==> src/logic/bgs_defs.svh <==
// Offsets, field positions, reset values and timing counts of the bridge guard
`ifndef BGS_DEFS_SVH
`define BGS_DEFS_SVH

// ==========================================================
// Register map (byte addresses, one 32-bit word each)
`define BGS_ADDR_W        12
`define BGS_OFS_CTRL      12'h000
`define BGS_OFS_STATUS    12'h004
`define BGS_OFS_INT_STAT  12'h008
`define BGS_OFS_INT_MASK  12'h00C
`define BGS_CTRL_RESET    32'h0000_0000
`define BGS_MASK_RESET    4'h0

// ==========================================================
// Control field positions
`define BGS_F_LS_SLOPE    0
`define BGS_F_HS_SLOPE    2
`define BGS_F_DLY_SEL     4
`define BGS_F_HS_SENS     6
`define BGS_F_PROT_DIS    7
`define BGS_F_LS_DET_EN   8
`define BGS_F_OFF_TIME    9
`define BGS_CTRL_BITS     13

// ==========================================================
// Status field positions
`define BGS_S_FAULT       0
`define BGS_S_LS_FAULT    2
`define BGS_S_HS_FAULT    4
`define BGS_S_DISABLED    6
`define BGS_S_BRIDGE_OFF  7

// ==========================================================
// Interrupt bits: confirmed fault per coil, retry per coil
`define BGS_I_FAULT       0
`define BGS_I_RETRY       2
`define BGS_INT_BITS      4

// ==========================================================
// Gate driver current codes
`define BGS_DRV_MIN       2'h0
`define BGS_DRV_MED       2'h1
`define BGS_DRV_MAX       2'h2

// ==========================================================
// Short detection delays and retries
`define BGS_CLK_PERIOD_NS 10
`define BGS_DLY0_NS       3200
`define BGS_DLY1_NS       1600
`define BGS_DLY2_NS       1200
`define BGS_DLY3_NS       800
`define BGS_NS2CYC(ns)    (((ns) + `BGS_CLK_PERIOD_NS - 1) / `BGS_CLK_PERIOD_NS)
`define BGS_DLY_W         9
`define BGS_RETRY_MAX     2'h3

`endif

==> src/logic/bgs_pkg.sv <==
// Types shared by the bridge guard modules
package bgs_pkg;

	// ==========================================================
	// Configuration as held in the control register
	typedef struct packed {
		logic [3:0] offTimeSetting;
		logic       lowSideDetectEnable;
		logic       protectionDisableBit;
		logic       highSideDetectSensitivity;
		logic [1:0] shortDelaySelect;
		logic [1:0] highSideSlope;
		logic [1:0] lowSideSlope;
	} bgs_cfg_s;

	// ==========================================================
	// Per-coil protection state
	typedef struct packed {
		logic bridgeOff;
		logic lowsideFault;
		logic highsideFault;
		logic retryPulse;
		logic faultPulse;
	} bgs_coil_s;

	typedef enum logic [1:0] {
		GRD_RUN,
		GRD_HOLD,
		GRD_LATCHED
	} bgs_guard_e;

endpackage : bgs_pkg

==> src/logic/bgs_coil_guard.sv <==
// Short detection filter, retry and latch-off for one motor coil
`timescale 1ns/1ps
`include "bgs_defs.svh"

module bgs_coil_guard
	import bgs_pkg::*;
#(
	parameter int DLY_W = `BGS_DLY_W
)(
	input  wire logic             ref_clk,
	input  wire logic             resetn,
	input  wire logic             bridgeDisabled,
	input  wire logic             hsDetectOn,
	input  wire logic             lsDetectOn,
	input  wire logic [DLY_W-1:0] delayCycles,
	input  wire logic             hsShortRaw,
	input  wire logic             lsShortRaw,
	input  wire logic             chopperCycle,
	output bgs_coil_s             coilStat
);

	bgs_guard_e       state;
	logic [1:0]       retryCnt;
	logic [DLY_W-1:0] hsCnt;
	logic [DLY_W-1:0] lsCnt;
	logic             hsEvent;
	logic             lsEvent;
	logic             anyEvent;
	logic             cycleHadEvent;

	// Only a detector that stays tripped for the whole delay counts, so switching spikes pass
	assign hsEvent  = (state == GRD_RUN) && hsDetectOn && hsShortRaw && (hsCnt == delayCycles - 1'b1);
	assign lsEvent  = (state == GRD_RUN) && lsDetectOn && lsShortRaw && (lsCnt == delayCycles - 1'b1);
	assign anyEvent = hsEvent || lsEvent;

	// ==========================================================
	// Delay filters
	always_ff @(posedge ref_clk or negedge resetn)
	begin
		if (!resetn)
			hsCnt <= '0;
		else if (!hsShortRaw || !hsDetectOn || state != GRD_RUN || hsEvent)
			hsCnt <= '0;
		else
			hsCnt <= hsCnt + 1'b1;
	end

	always_ff @(posedge ref_clk or negedge resetn)
	begin
		if (!resetn)
			lsCnt <= '0;
		else if (!lsShortRaw || !lsDetectOn || state != GRD_RUN || lsEvent)
			lsCnt <= '0;
		else
			lsCnt <= lsCnt + 1'b1;
	end

	// ==========================================================
	// Retry sequencing
	always_ff @(posedge ref_clk or negedge resetn)
	begin
		if (!resetn)
		begin
			state         <= GRD_RUN;
			retryCnt      <= 2'h0;
			cycleHadEvent <= 1'b0;
		end
		else if (bridgeDisabled)
		begin
			state         <= GRD_RUN;
			retryCnt      <= 2'h0;
			cycleHadEvent <= 1'b0;
		end
		else
		begin
			case (state)
				GRD_RUN:
				begin
					if (anyEvent && retryCnt == `BGS_RETRY_MAX)
						state <= GRD_LATCHED;
					else if (anyEvent)
					begin
						state    <= GRD_HOLD;
						retryCnt <= retryCnt + 2'h1;
					end
					// A clean chopper cycle means the short did not persist
					if (chopperCycle && !anyEvent)
					begin
						if (!cycleHadEvent)
							retryCnt <= 2'h0;
						cycleHadEvent <= 1'b0;
					end
				end
				GRD_HOLD:
				begin
					cycleHadEvent <= 1'b1;
					if (chopperCycle)
						state <= GRD_RUN;
				end
				GRD_LATCHED:
					state <= GRD_LATCHED;
				default:
					state <= GRD_RUN;
			endcase
		end
	end

	// ==========================================================
	// Fault flags, cleared only while the bridge is disabled
	always_ff @(posedge ref_clk or negedge resetn)
	begin
		if (!resetn)
		begin
			coilStat.highsideFault <= 1'b0;
			coilStat.lowsideFault  <= 1'b0;
		end
		else if (bridgeDisabled)
		begin
			coilStat.highsideFault <= 1'b0;
			coilStat.lowsideFault  <= 1'b0;
		end
		else if (state == GRD_RUN && anyEvent && retryCnt == `BGS_RETRY_MAX)
		begin
			coilStat.highsideFault <= coilStat.highsideFault | hsEvent;
			coilStat.lowsideFault  <= coilStat.lowsideFault | lsEvent;
		end
	end

	always_ff @(posedge ref_clk or negedge resetn)
	begin
		if (!resetn)
		begin
			coilStat.bridgeOff  <= 1'b0;
			coilStat.retryPulse <= 1'b0;
			coilStat.faultPulse <= 1'b0;
		end
		else
		begin
			coilStat.bridgeOff  <= !bridgeDisabled && (anyEvent || state == GRD_HOLD ||
				(state == GRD_LATCHED));
			coilStat.retryPulse <= !bridgeDisabled && anyEvent && retryCnt != `BGS_RETRY_MAX;
			coilStat.faultPulse <= !bridgeDisabled && anyEvent && retryCnt == `BGS_RETRY_MAX;
		end
	end

	logic [DLY_W-1:0] hsRun;
	always_ff @(posedge ref_clk or negedge resetn)
	begin
		if (!resetn)
			hsRun <= '0;
		else if (!hsShortRaw)
			hsRun <= '0;
		else if (hsRun != '1)
			hsRun <= hsRun + 1'b1;
	end
endmodule : bgs_coil_guard

==> src/logic/bgs_top.sv <==
// Gate slope, break-before-make, bridge disable and short protection with APB registers
`timescale 1ns/1ps
`include "bgs_defs.svh"

// Operation
// - Low-side slope: 0,1 min; 2 medium; 3 maximum
// - High-side slope: min, min+TC, med+TC, max
// - TC modes step up on temperature warning
// - Turn on only after opposite gate discharged
// - Disable input high switches all MOSFETs off
// - Off-time zero disables bridges like input
// - Retry three times, then latch bridge off
// - Detection delay 3.2, 1.6, 1.2, 0.8 us
// - Sensitivity flag selects high-side detector sensitivity
// - Protection-disable bit suppresses high-side detection
// - Low-side detection only when enable set
// - Per-coil short flag for persisting short
// - Disabling bridges clears every short flag
// - Separate low-side and high-side flags per coil
// - Confirmed short switches coil bridge off
// - Latched bridge stays off until disable cycle
module bgs_top
	import bgs_pkg::*;
#(
	parameter int HB_N  = 4,
	parameter int DLY_W = `BGS_DLY_W
)(
	input  wire logic                   ref_clk,
	input  wire logic                   resetn,
	input  wire logic [`BGS_ADDR_W-1:0] paddr,
	input  wire logic                   psel,
	input  wire logic                   penable,
	input  wire logic                   pwrite,
	input  wire logic [31:0]            pwdata,
	input  wire logic [3:0]             pstrb,
	output logic [31:0]                 prdata,
	output logic                        pready,
	output logic                        pslverr,
	output logic                        irq,
	input  wire logic                   driverDisableIn,
	input  wire logic                   tempWarning,
	input  wire logic [HB_N-1:0]        phaseCmd,
	input  wire logic [HB_N-1:0]        hsGateSense,
	input  wire logic [HB_N-1:0]        lsGateSense,
	input  wire logic [1:0]             hsShortRaw,
	input  wire logic [1:0]             lsShortRaw,
	input  wire logic [1:0]             chopperCycle,
	output logic [HB_N-1:0]             hsGateEn,
	output logic [HB_N-1:0]             lsGateEn,
	output logic [1:0]                  lsDrive,
	output logic [1:0]                  hsDrive,
	output logic                        hsSenseHigh
);

	localparam logic [DLY_W-1:0] DLY0 = DLY_W'(`BGS_NS2CYC(`BGS_DLY0_NS));
	localparam logic [DLY_W-1:0] DLY1 = DLY_W'(`BGS_NS2CYC(`BGS_DLY1_NS));
	localparam logic [DLY_W-1:0] DLY2 = DLY_W'(`BGS_NS2CYC(`BGS_DLY2_NS));
	localparam logic [DLY_W-1:0] DLY3 = DLY_W'(`BGS_NS2CYC(`BGS_DLY3_NS));

	logic [31:0]              ctrlReg;
	bgs_cfg_s                 cfg;
	logic [`BGS_INT_BITS-1:0] intStat;
	logic [`BGS_INT_BITS-1:0] intMask;
	logic [`BGS_INT_BITS-1:0] intEvents;
	bgs_coil_s                coilStat [2];
	logic                     bridgeDisabled;
	logic                     hsDetectOn;
	logic                     lsDetectOn;
	logic [DLY_W-1:0]         delayCycles;
	logic [8:0]               statusWord;
	logic                     wrStrobe;
	logic                     rdStrobe;
	logic                     addrHit;
	logic [1:0]               next_hsDrive;
	logic [1:0]               next_lsDrive;

	assign cfg = bgs_cfg_s'(ctrlReg[`BGS_CTRL_BITS-1:0]);

	// ==========================================================
	// APB slave: one wait state, write strobe taken at the completing edge, read strobe one edge earlier in the wait state
	assign addrHit  = (paddr == `BGS_OFS_CTRL) || (paddr == `BGS_OFS_STATUS) ||
		(paddr == `BGS_OFS_INT_STAT) || (paddr == `BGS_OFS_INT_MASK);
	assign wrStrobe = psel && penable && pready && pwrite;
	assign rdStrobe = psel && penable && !pready && !pwrite;

	function automatic logic [31:0] bgs_merge(input logic [31:0] old, input logic [31:0] wd,
		input logic [3:0] strb);
		logic [31:0] res;
		res = old;
		for (int b = 0; b < 4; b++)
			if (strb[b])
				res[8*b +: 8] = wd[8*b +: 8];
		return res;
	endfunction : bgs_merge

	always_ff @(posedge ref_clk or negedge resetn)
	begin
		if (!resetn)
		begin
			pready  <= 1'b0;
			pslverr <= 1'b0;
		end
		else
		begin
			pready  <= psel && penable && !pready;
			pslverr <= psel && penable && !pready && !addrHit;
		end
	end

	always_ff @(posedge ref_clk or negedge resetn)
	begin
		if (!resetn)
			prdata <= 32'h0000_0000;
		else if (rdStrobe)
		begin
			case (paddr)
				`BGS_OFS_CTRL:     prdata <= ctrlReg;
				`BGS_OFS_STATUS:   prdata <= {23'h000000, statusWord};
				`BGS_OFS_INT_STAT: prdata <= {28'h0000000, intStat};
				`BGS_OFS_INT_MASK: prdata <= {28'h0000000, intMask};
				default:           prdata <= 32'h0000_0000;
			endcase
		end
	end

	always_ff @(posedge ref_clk or negedge resetn)
	begin
		if (!resetn)
			ctrlReg <= `BGS_CTRL_RESET;
		else if (wrStrobe && paddr == `BGS_OFS_CTRL && !pslverr)
			ctrlReg <= bgs_merge(ctrlReg, pwdata, pstrb) & {19'h00000, {`BGS_CTRL_BITS{1'b1}}};
	end

	always_ff @(posedge ref_clk or negedge resetn)
	begin
		if (!resetn)
			intMask <= `BGS_MASK_RESET;
		else if (wrStrobe && paddr == `BGS_OFS_INT_MASK && pstrb[0])
			intMask <= pwdata[`BGS_INT_BITS-1:0];
	end

	// ==========================================================
	// Interrupts: sticky, write one to clear, a new event wins over the clear
	assign intEvents = {coilStat[1].retryPulse, coilStat[0].retryPulse,
		coilStat[1].faultPulse, coilStat[0].faultPulse};

	always_ff @(posedge ref_clk or negedge resetn)
	begin
		if (!resetn)
			intStat <= '0;
		else if (wrStrobe && paddr == `BGS_OFS_INT_STAT && pstrb[0])
			intStat <= (intStat & ~pwdata[`BGS_INT_BITS-1:0]) | intEvents;
		else
			intStat <= intStat | intEvents;
	end

	always_ff @(posedge ref_clk or negedge resetn)
	begin
		if (!resetn)
			irq <= 1'b0;
		else
			irq <= |(intStat & intMask);
	end

	// ==========================================================
	// Bridge enable and detector gating
	assign bridgeDisabled = driverDisableIn || (cfg.offTimeSetting == 4'h0);
	assign hsDetectOn     = !cfg.protectionDisableBit;
	assign lsDetectOn     = cfg.lowSideDetectEnable;

	always_comb
	begin
		case (cfg.shortDelaySelect)
			2'h0:    delayCycles = DLY0;
			2'h1:    delayCycles = DLY1;
			2'h2:    delayCycles = DLY2;
			default: delayCycles = DLY3;
		endcase
	end

	// Summary flag is the union of the detailed flags
	assign statusWord = {coilStat[1].bridgeOff, coilStat[0].bridgeOff, bridgeDisabled,
		coilStat[1].highsideFault, coilStat[0].highsideFault,
		coilStat[1].lowsideFault, coilStat[0].lowsideFault,
		coilStat[1].highsideFault | coilStat[1].lowsideFault,
		coilStat[0].highsideFault | coilStat[0].lowsideFault};

	// ==========================================================
	// Slope selection
	always_comb
	begin
		case (cfg.lowSideSlope)
			2'h2:    next_lsDrive = `BGS_DRV_MED;
			2'h3:    next_lsDrive = `BGS_DRV_MAX;
			default: next_lsDrive = `BGS_DRV_MIN;
		endcase
		case (cfg.highSideSlope)
			2'h1:    next_hsDrive = tempWarning ? `BGS_DRV_MED : `BGS_DRV_MIN;
			2'h2:    next_hsDrive = tempWarning ? `BGS_DRV_MAX : `BGS_DRV_MED;
			2'h3:    next_hsDrive = `BGS_DRV_MAX;
			default: next_hsDrive = `BGS_DRV_MIN;
		endcase
	end

	always_ff @(posedge ref_clk or negedge resetn)
	begin
		if (!resetn)
		begin
			lsDrive     <= `BGS_DRV_MIN;
			hsDrive     <= `BGS_DRV_MIN;
			hsSenseHigh <= 1'b0;
		end
		else
		begin
			lsDrive     <= next_lsDrive;
			hsDrive     <= next_hsDrive;
			hsSenseHigh <= cfg.highSideDetectSensitivity;
		end
	end

	// ==========================================================
	// Per-coil protection
	for (genvar c = 0; c < 2; c++)
	begin : g_coil
		bgs_coil_guard #(
			.DLY_W (DLY_W)
		) u_guard (
			.ref_clk        (ref_clk),
			.resetn         (resetn),
			.bridgeDisabled (bridgeDisabled),
			.hsDetectOn     (hsDetectOn),
			.lsDetectOn     (lsDetectOn),
			.delayCycles    (delayCycles),
			.hsShortRaw     (hsShortRaw[c]),
			.lsShortRaw     (lsShortRaw[c]),
			.chopperCycle   (chopperCycle[c]),
			.coilStat       (coilStat[c])
		);
	end

	for (genvar h = 0; h < HB_N; h++)
	begin : g_half
		logic allowed;
		assign allowed = !bridgeDisabled && !coilStat[h / 2].bridgeOff;

		// Sensed gate charge is the only release, so slow slopes never cross-conduct
		always_ff @(posedge ref_clk or negedge resetn)
		begin
			if (!resetn)
			begin
				hsGateEn[h] <= 1'b0;
				lsGateEn[h] <= 1'b0;
			end
			else
			begin
				hsGateEn[h] <= allowed && phaseCmd[h] && !lsGateEn[h] && !lsGateSense[h];
				lsGateEn[h] <= allowed && !phaseCmd[h] && !hsGateEn[h] && !hsGateSense[h];
			end
		end

	end
endmodule : bgs_top

==> config.mk <==
export PLATFORM = sky130hd
export DESIGN_NAME = bgs_top
export DESIGN_NICKNAME = d
export VERILOG_FILES = /design/src/logic/bgs_pkg.sv /design/src/logic/bgs_coil_guard.sv /design/src/logic/bgs_top.sv
export VERILOG_INCLUDE_DIRS = /design/src /design/src/logic
export SDC_FILE = /design/constraint.sdc
export NUM_CORES = 1
export LEC_CHECK = 0
export BUFFER_PORTS_ARGS = -buffer_cell sky130_fd_sc_hd__buf_2
export CAP_MARGIN = 40
export CORE_MARGIN = 5
export CORE_UTILIZATION = 49
export CTS_CLUSTER_SIZE = 12
export DETAILED_ROUTE_END_ITERATION = 10
export GPL_ROUTABILITY_DRIVEN = 1
export HOLD_SLACK_MARGIN = 0.15
export PLACE_DENSITY = 0.77
export SYNTH_ARGS = -nofsm -noshare
export SYNTH_HDL_FRONTEND = slang
export SYNTH_SLANG_ARGS = --single-unit
==> constraint.sdc <==
create_clock -name ref_clk -period 2 [get_ports ref_clk]
set_input_delay 0.1 -clock ref_clk [delete_from_list [all_inputs] [get_ports ref_clk]]
set_output_delay 0.1 -clock ref_clk [all_outputs]
set_load 0.01 [all_outputs]
==> results.md <==
Routing:
- The final layout contains routed wiring with a total length of 12000 µm.
- Summing over every cut layer, the via total after detailed routing is 4136.
- Dividing the detail-routed via count by the number of cells gives 5.24.
- Before antenna repair, the detailed router went through 4 iterations.
- For this run, design rule violations remaining after detail routing come to 0.
- The first routing iteration left 232 violations.
- The average routed wire per standard cell is between 15 and 20 µm.
- The detail route stage leaves a number of antenna-violating nets equal to 0.

Global routing:
- The initial antenna violation count came to 0.
- The total congestion overflow is 0.
- The global-route wire length before repair is approximately 20000 µm.
- The pin count of the biggest net entering global routing is 44.
- The via count of the first global-routing pass was 4197.
- For this run, the total global-route usage over all layers was measured as 18.9%.

Hold path:
- The worst hold path belongs to the class primary input to register.

Place:
- Detailed placement finished with a half-perimeter wire length of around 8500 µm.
- The count of input and output buffers is 80.
- The final RePlAce weighted congestion is 0.801.
- The cell area after placement is roughly 5800 µm².
- The number of placed instances, taps included is 725.

STA:
- For the pin with the worst max-slew slack, the measured transition is 0.555 ns.
- Timing would allow up to 474 MHz.
- For the final database, setup skew stands at 0.0149 ns.
- The total setup violations reported at the end of the flow is 6.
- In the finished design, the share of the clock period the worst path needs comes to 106%.
- The post-route minimum period is 2.11 ns.
- The total count of max-transition violations in the final report was 0.
- Measured against its own limit, the worst slew margin works out to 63.0%.
- Once routing completed, OpenROAD measured the worst setup slack at -0.112 ns.
- Setup repair after global routing could not meet its margin everywhere.
- The final number of hold-violating endpoints was 0.

Die:
- The die area is 12600 µm².
- The width of the die is 112 µm.
- The placeable core area is 10300 µm².
- Row generation in the floorplan step produced 37 rows.
- Once the floorplan was initialized, standard cells occupied ~50% of the core.
- For this design the top-level I/O count stands at 121.
- The vertical die dimension is 112 µm.

Critical path:
- The critical path goes through or3b_1 -> a221oi_2 -> o21ai_2 -> a2111oi_4 -> or2_4 -> o311ai_1 -> a21oi_2.
- In this design, the stage delay of the slowest critical-path cell is 0.39 ns.
- The start of the worst register-to-register path is g_coil[1].u_guard.hsCnt[7].
- The largest individual stage delay along the critical path comes from the cell or3b_1.
- The required time at the endpoint of the critical path is 2.30 ns.
- The number of cells on the worst reg-to-reg path is 7.
- The endpoint identified for the worst register-to-register timing path is g_coil[1].u_guard.retryCnt[1].
- Along the worst path, the maximum fanout reaches 5.
- The critical path launch point type is a register.
- Data arrives at the worst endpoint at approximately 2.4 ns.
- The capture point of the worst path is g_coil[1].u_guard.retryCnt[1].
- The critical path starts at g_coil[1].u_guard.hsCnt[7].
- The worst setup path is captured at a register.
- Setup slack on the worst reg-to-reg path comes out at -0.11 ns.
- The critical setup path kind is register to register.

Finish:
- The repair_antennas step left the layout with diodes totalling 0.
- The cell area after layout is between 6000 and 7000 µm².
- From synthesis to final layout, the design area changed by 26.2%.
- The layout net count is 727.
- The top cell types in the final layout, fill and taps aside, are dfrtp_1, buf_2, nor2_1.
- In the final layout, the share of cells above drive strength 1 is about a quarter.
- Excluding fillers, the count of instances in the completed layout stands at 789.
- The most common cell after layout, fill and taps aside is dfrtp_1.

Clocking:
- TritonCTS built the clock tree.
- The cell sitting at the root of the clock tree is a clkbuf_8.
- The count of clock tree sinks is between 100 and 150.
- Buffers inserted during clock tree synthesis total 9.
- The worst-skew pair later-pin latency is 0.37 ns.
- The number of buffers on the longest clock path is 2.
- Clock-pin slew was measured on the worst setup and hold paths at around 0.10 ns.
- CTS built an H-tree with a depth of 3.

Power:
- The power density over the cells is approximately 570 nW/µm².
- The analysis attributes to cell leakage a power of 3.11 nW.
- The peak ir drop on the vdd network is 386 µV.

Synth:
- The flip-flop and latch count after synthesis is about 110.
- The number of enable flip-flop cells after synthesis is 0.
- After synthesis, the mean cell area works out to between 10 and 15 µm².
- In the synthesized netlist the async set-or-reset flop fraction comes to 100%.
- In this run, distinct cell masters in the synthesized netlist total 54.
- Sequential elements use between 50 and 60% of the synthesized area.
- The cell area that synthesis handed to floorplanning was 5120 µm².
- The number of warnings printed during yosys synthesis is 0.
- In the synthesized netlist the dominant register cell turns out to be dfrtp_1.
- Synthesis produced 503 cells.

Status:
- The run finished, with violations left.
- The final reports fail on negative setup slack.

Flow run:
- Max-cap violations in this run came to 0.
[layout make-up]
type	count	area, µm²
Multi-Input combinational cell	368	2340
Inverter	12	45.0
Sequential cell	106	2650
Clock inverter	5	36.3
Clock buffer	11	151
Timing Repair Buffer	151	1060
Fill cell	825	3810
Tap cell	136	170
[worst min path at each step]
stage               startpoint  slack [ns]     endpoint  cells after the start
finish                  pwrite        0.18    prdata[3]                      5
global placement        resetn        0.12  lsGateEn[2]                      1
detailed placement      resetn        0.13   prdata[11]                      1
CTS                     pwrite        0.16    prdata[3]                      5
floorplan               resetn       -0.20   ctrlReg[0]                      0
global route            pwrite        0.18    prdata[3]                      5
[kinds of logic (layout without fill, tap and decap cells)]
| family | count (synthesis) | count (layout) | share of synthesized area (%) |
|---|---|---|---|
| AND/OR/NAND/NOR | 215 | 215 | 21.3 |
| flip-flops | 106 | 106 | 51.8 |
| AO/OA/AOI/OAI | 70 | 70 | 8.89 |
| buffers and inverters | 47 | 179 | 5.03 |
| XOR/XNOR | 32 | 32 | 5.47 |
| multiplexers | 26 | 26 | 5.98 |
| adder cells (fa/ha/maj) | 6 | 6 | 1.47 |
| other | 1 | 19 | 0.0732 |
[flip-flops by register name, indices dropped and copies added (netlist names)]
signal                        cells
ctrlReg                          13
g_coil.u_guard.coilStat          10
g_coil.u_guard.cycleHadEvent      2
g_coil.u_guard.hsCnt             18
g_coil.u_guard.lsCnt             18
g_coil.u_guard.retryCnt           4
g_coil.u_guard.state              4
hsDrive                           2
hsGateEn                          4
hsSenseHigh                       1
intMask                           4
intStat                           4
irq                               1
lsDrive                           2
lsGateEn                          4
prdata                           13
pready                            1
pslverr                           1
[repair_timing]
action	in CTS	in global routing
buffers inserted	0	9
resized for setup	2	15
endpoints found under the setup margin	21	55
pin swaps	1	5
hold buffers	39	0
endpoints found under the hold margin	81	0
[cells in the mapped netlist, types with 2 or more instances]
library cell	n	area share [%]
a21o_1	4	0.59
a21oi_1	19	1.9
a22oi_1	2	0.29
a31oi_1	4	0.49
and2_1	4	0.49
and3_1	5	0.61
and3b_1	2	0.34
buf_2	2	0.20
buf_4	21	3.1
clkbuf_1	12	0.88
dfrtp_1	106	52
ha_1	6	1.5
inv_1	12	0.88
mux2_2	17	3.7
mux2i_1	7	1.4
mux4_2	2	0.88
nand2_1	44	3.2
nand2b_1	12	1.5
nand3_1	25	2.4
nand3b_1	4	0.59
nand4_1	7	0.85
nand4b_1	2	0.34
nor2_1	64	4.7
nor2b_1	4	0.49
nor3_1	10	0.98
nor3b_1	3	0.44
nor4_1	7	0.85
nor4b_1	5	0.85
nor4bb_1	2	0.39
o211ai_1	4	0.59
o21a_1	2	0.29
o21ai_0	21	2.1
o31ai_1	3	0.44
or2_2	5	0.61
or3_1	5	0.61
xnor2_1	11	1.9
xor2_1	21	3.6
[critical path: cells and delay by family, from the launching register on]
family | cells | cell delay, ns
flip-flops | 1 | 0.38
AO/OA/AOI/OAI | 5 | 1.04
AND/OR/NAND/NOR | 2 | 0.61
[routing by layer]
layer | up-vias | GRT usage [%] | wire, µm
li1 | 1992 | - | -
met1 | 2035 | 24.1 | 5130
met2 | 99 | 33.4 | 6170
met3 | 10 | 3.45 | 582
met4 | 0 | 4.41 | 115
met5 | - | 0 | 0
[power breakdown]
group | internal, W | switching [W]
Clock | 0.000527 | 0.000731
Combinational | 0.000111 | 0.000131
Sequential | 0.00215 | 0.0000161
[per-stage QoR]
step	power (W)	hold WS [ns]	utilization [%]	TNS (ns)	worst slack (ns)
2_1_floorplan	0.00231	-0.196	-	0	0.00967
3_3_place_gp	0.00240	0.118	56.0	-0.0328	-0.0328
3_5_place_dp	0.00241	0.126	56.0	-0.281	-0.0646
4_1_cts	0.00370	0.165	61.7	-0.208	-0.0777
5_1_grt	0.00383	0.179	62.9	-3.48	-0.224
6_report	0.00367	0.179	62.9	-0.441	-0.112
Note: power is estimated with default switching activity, not from simulation.
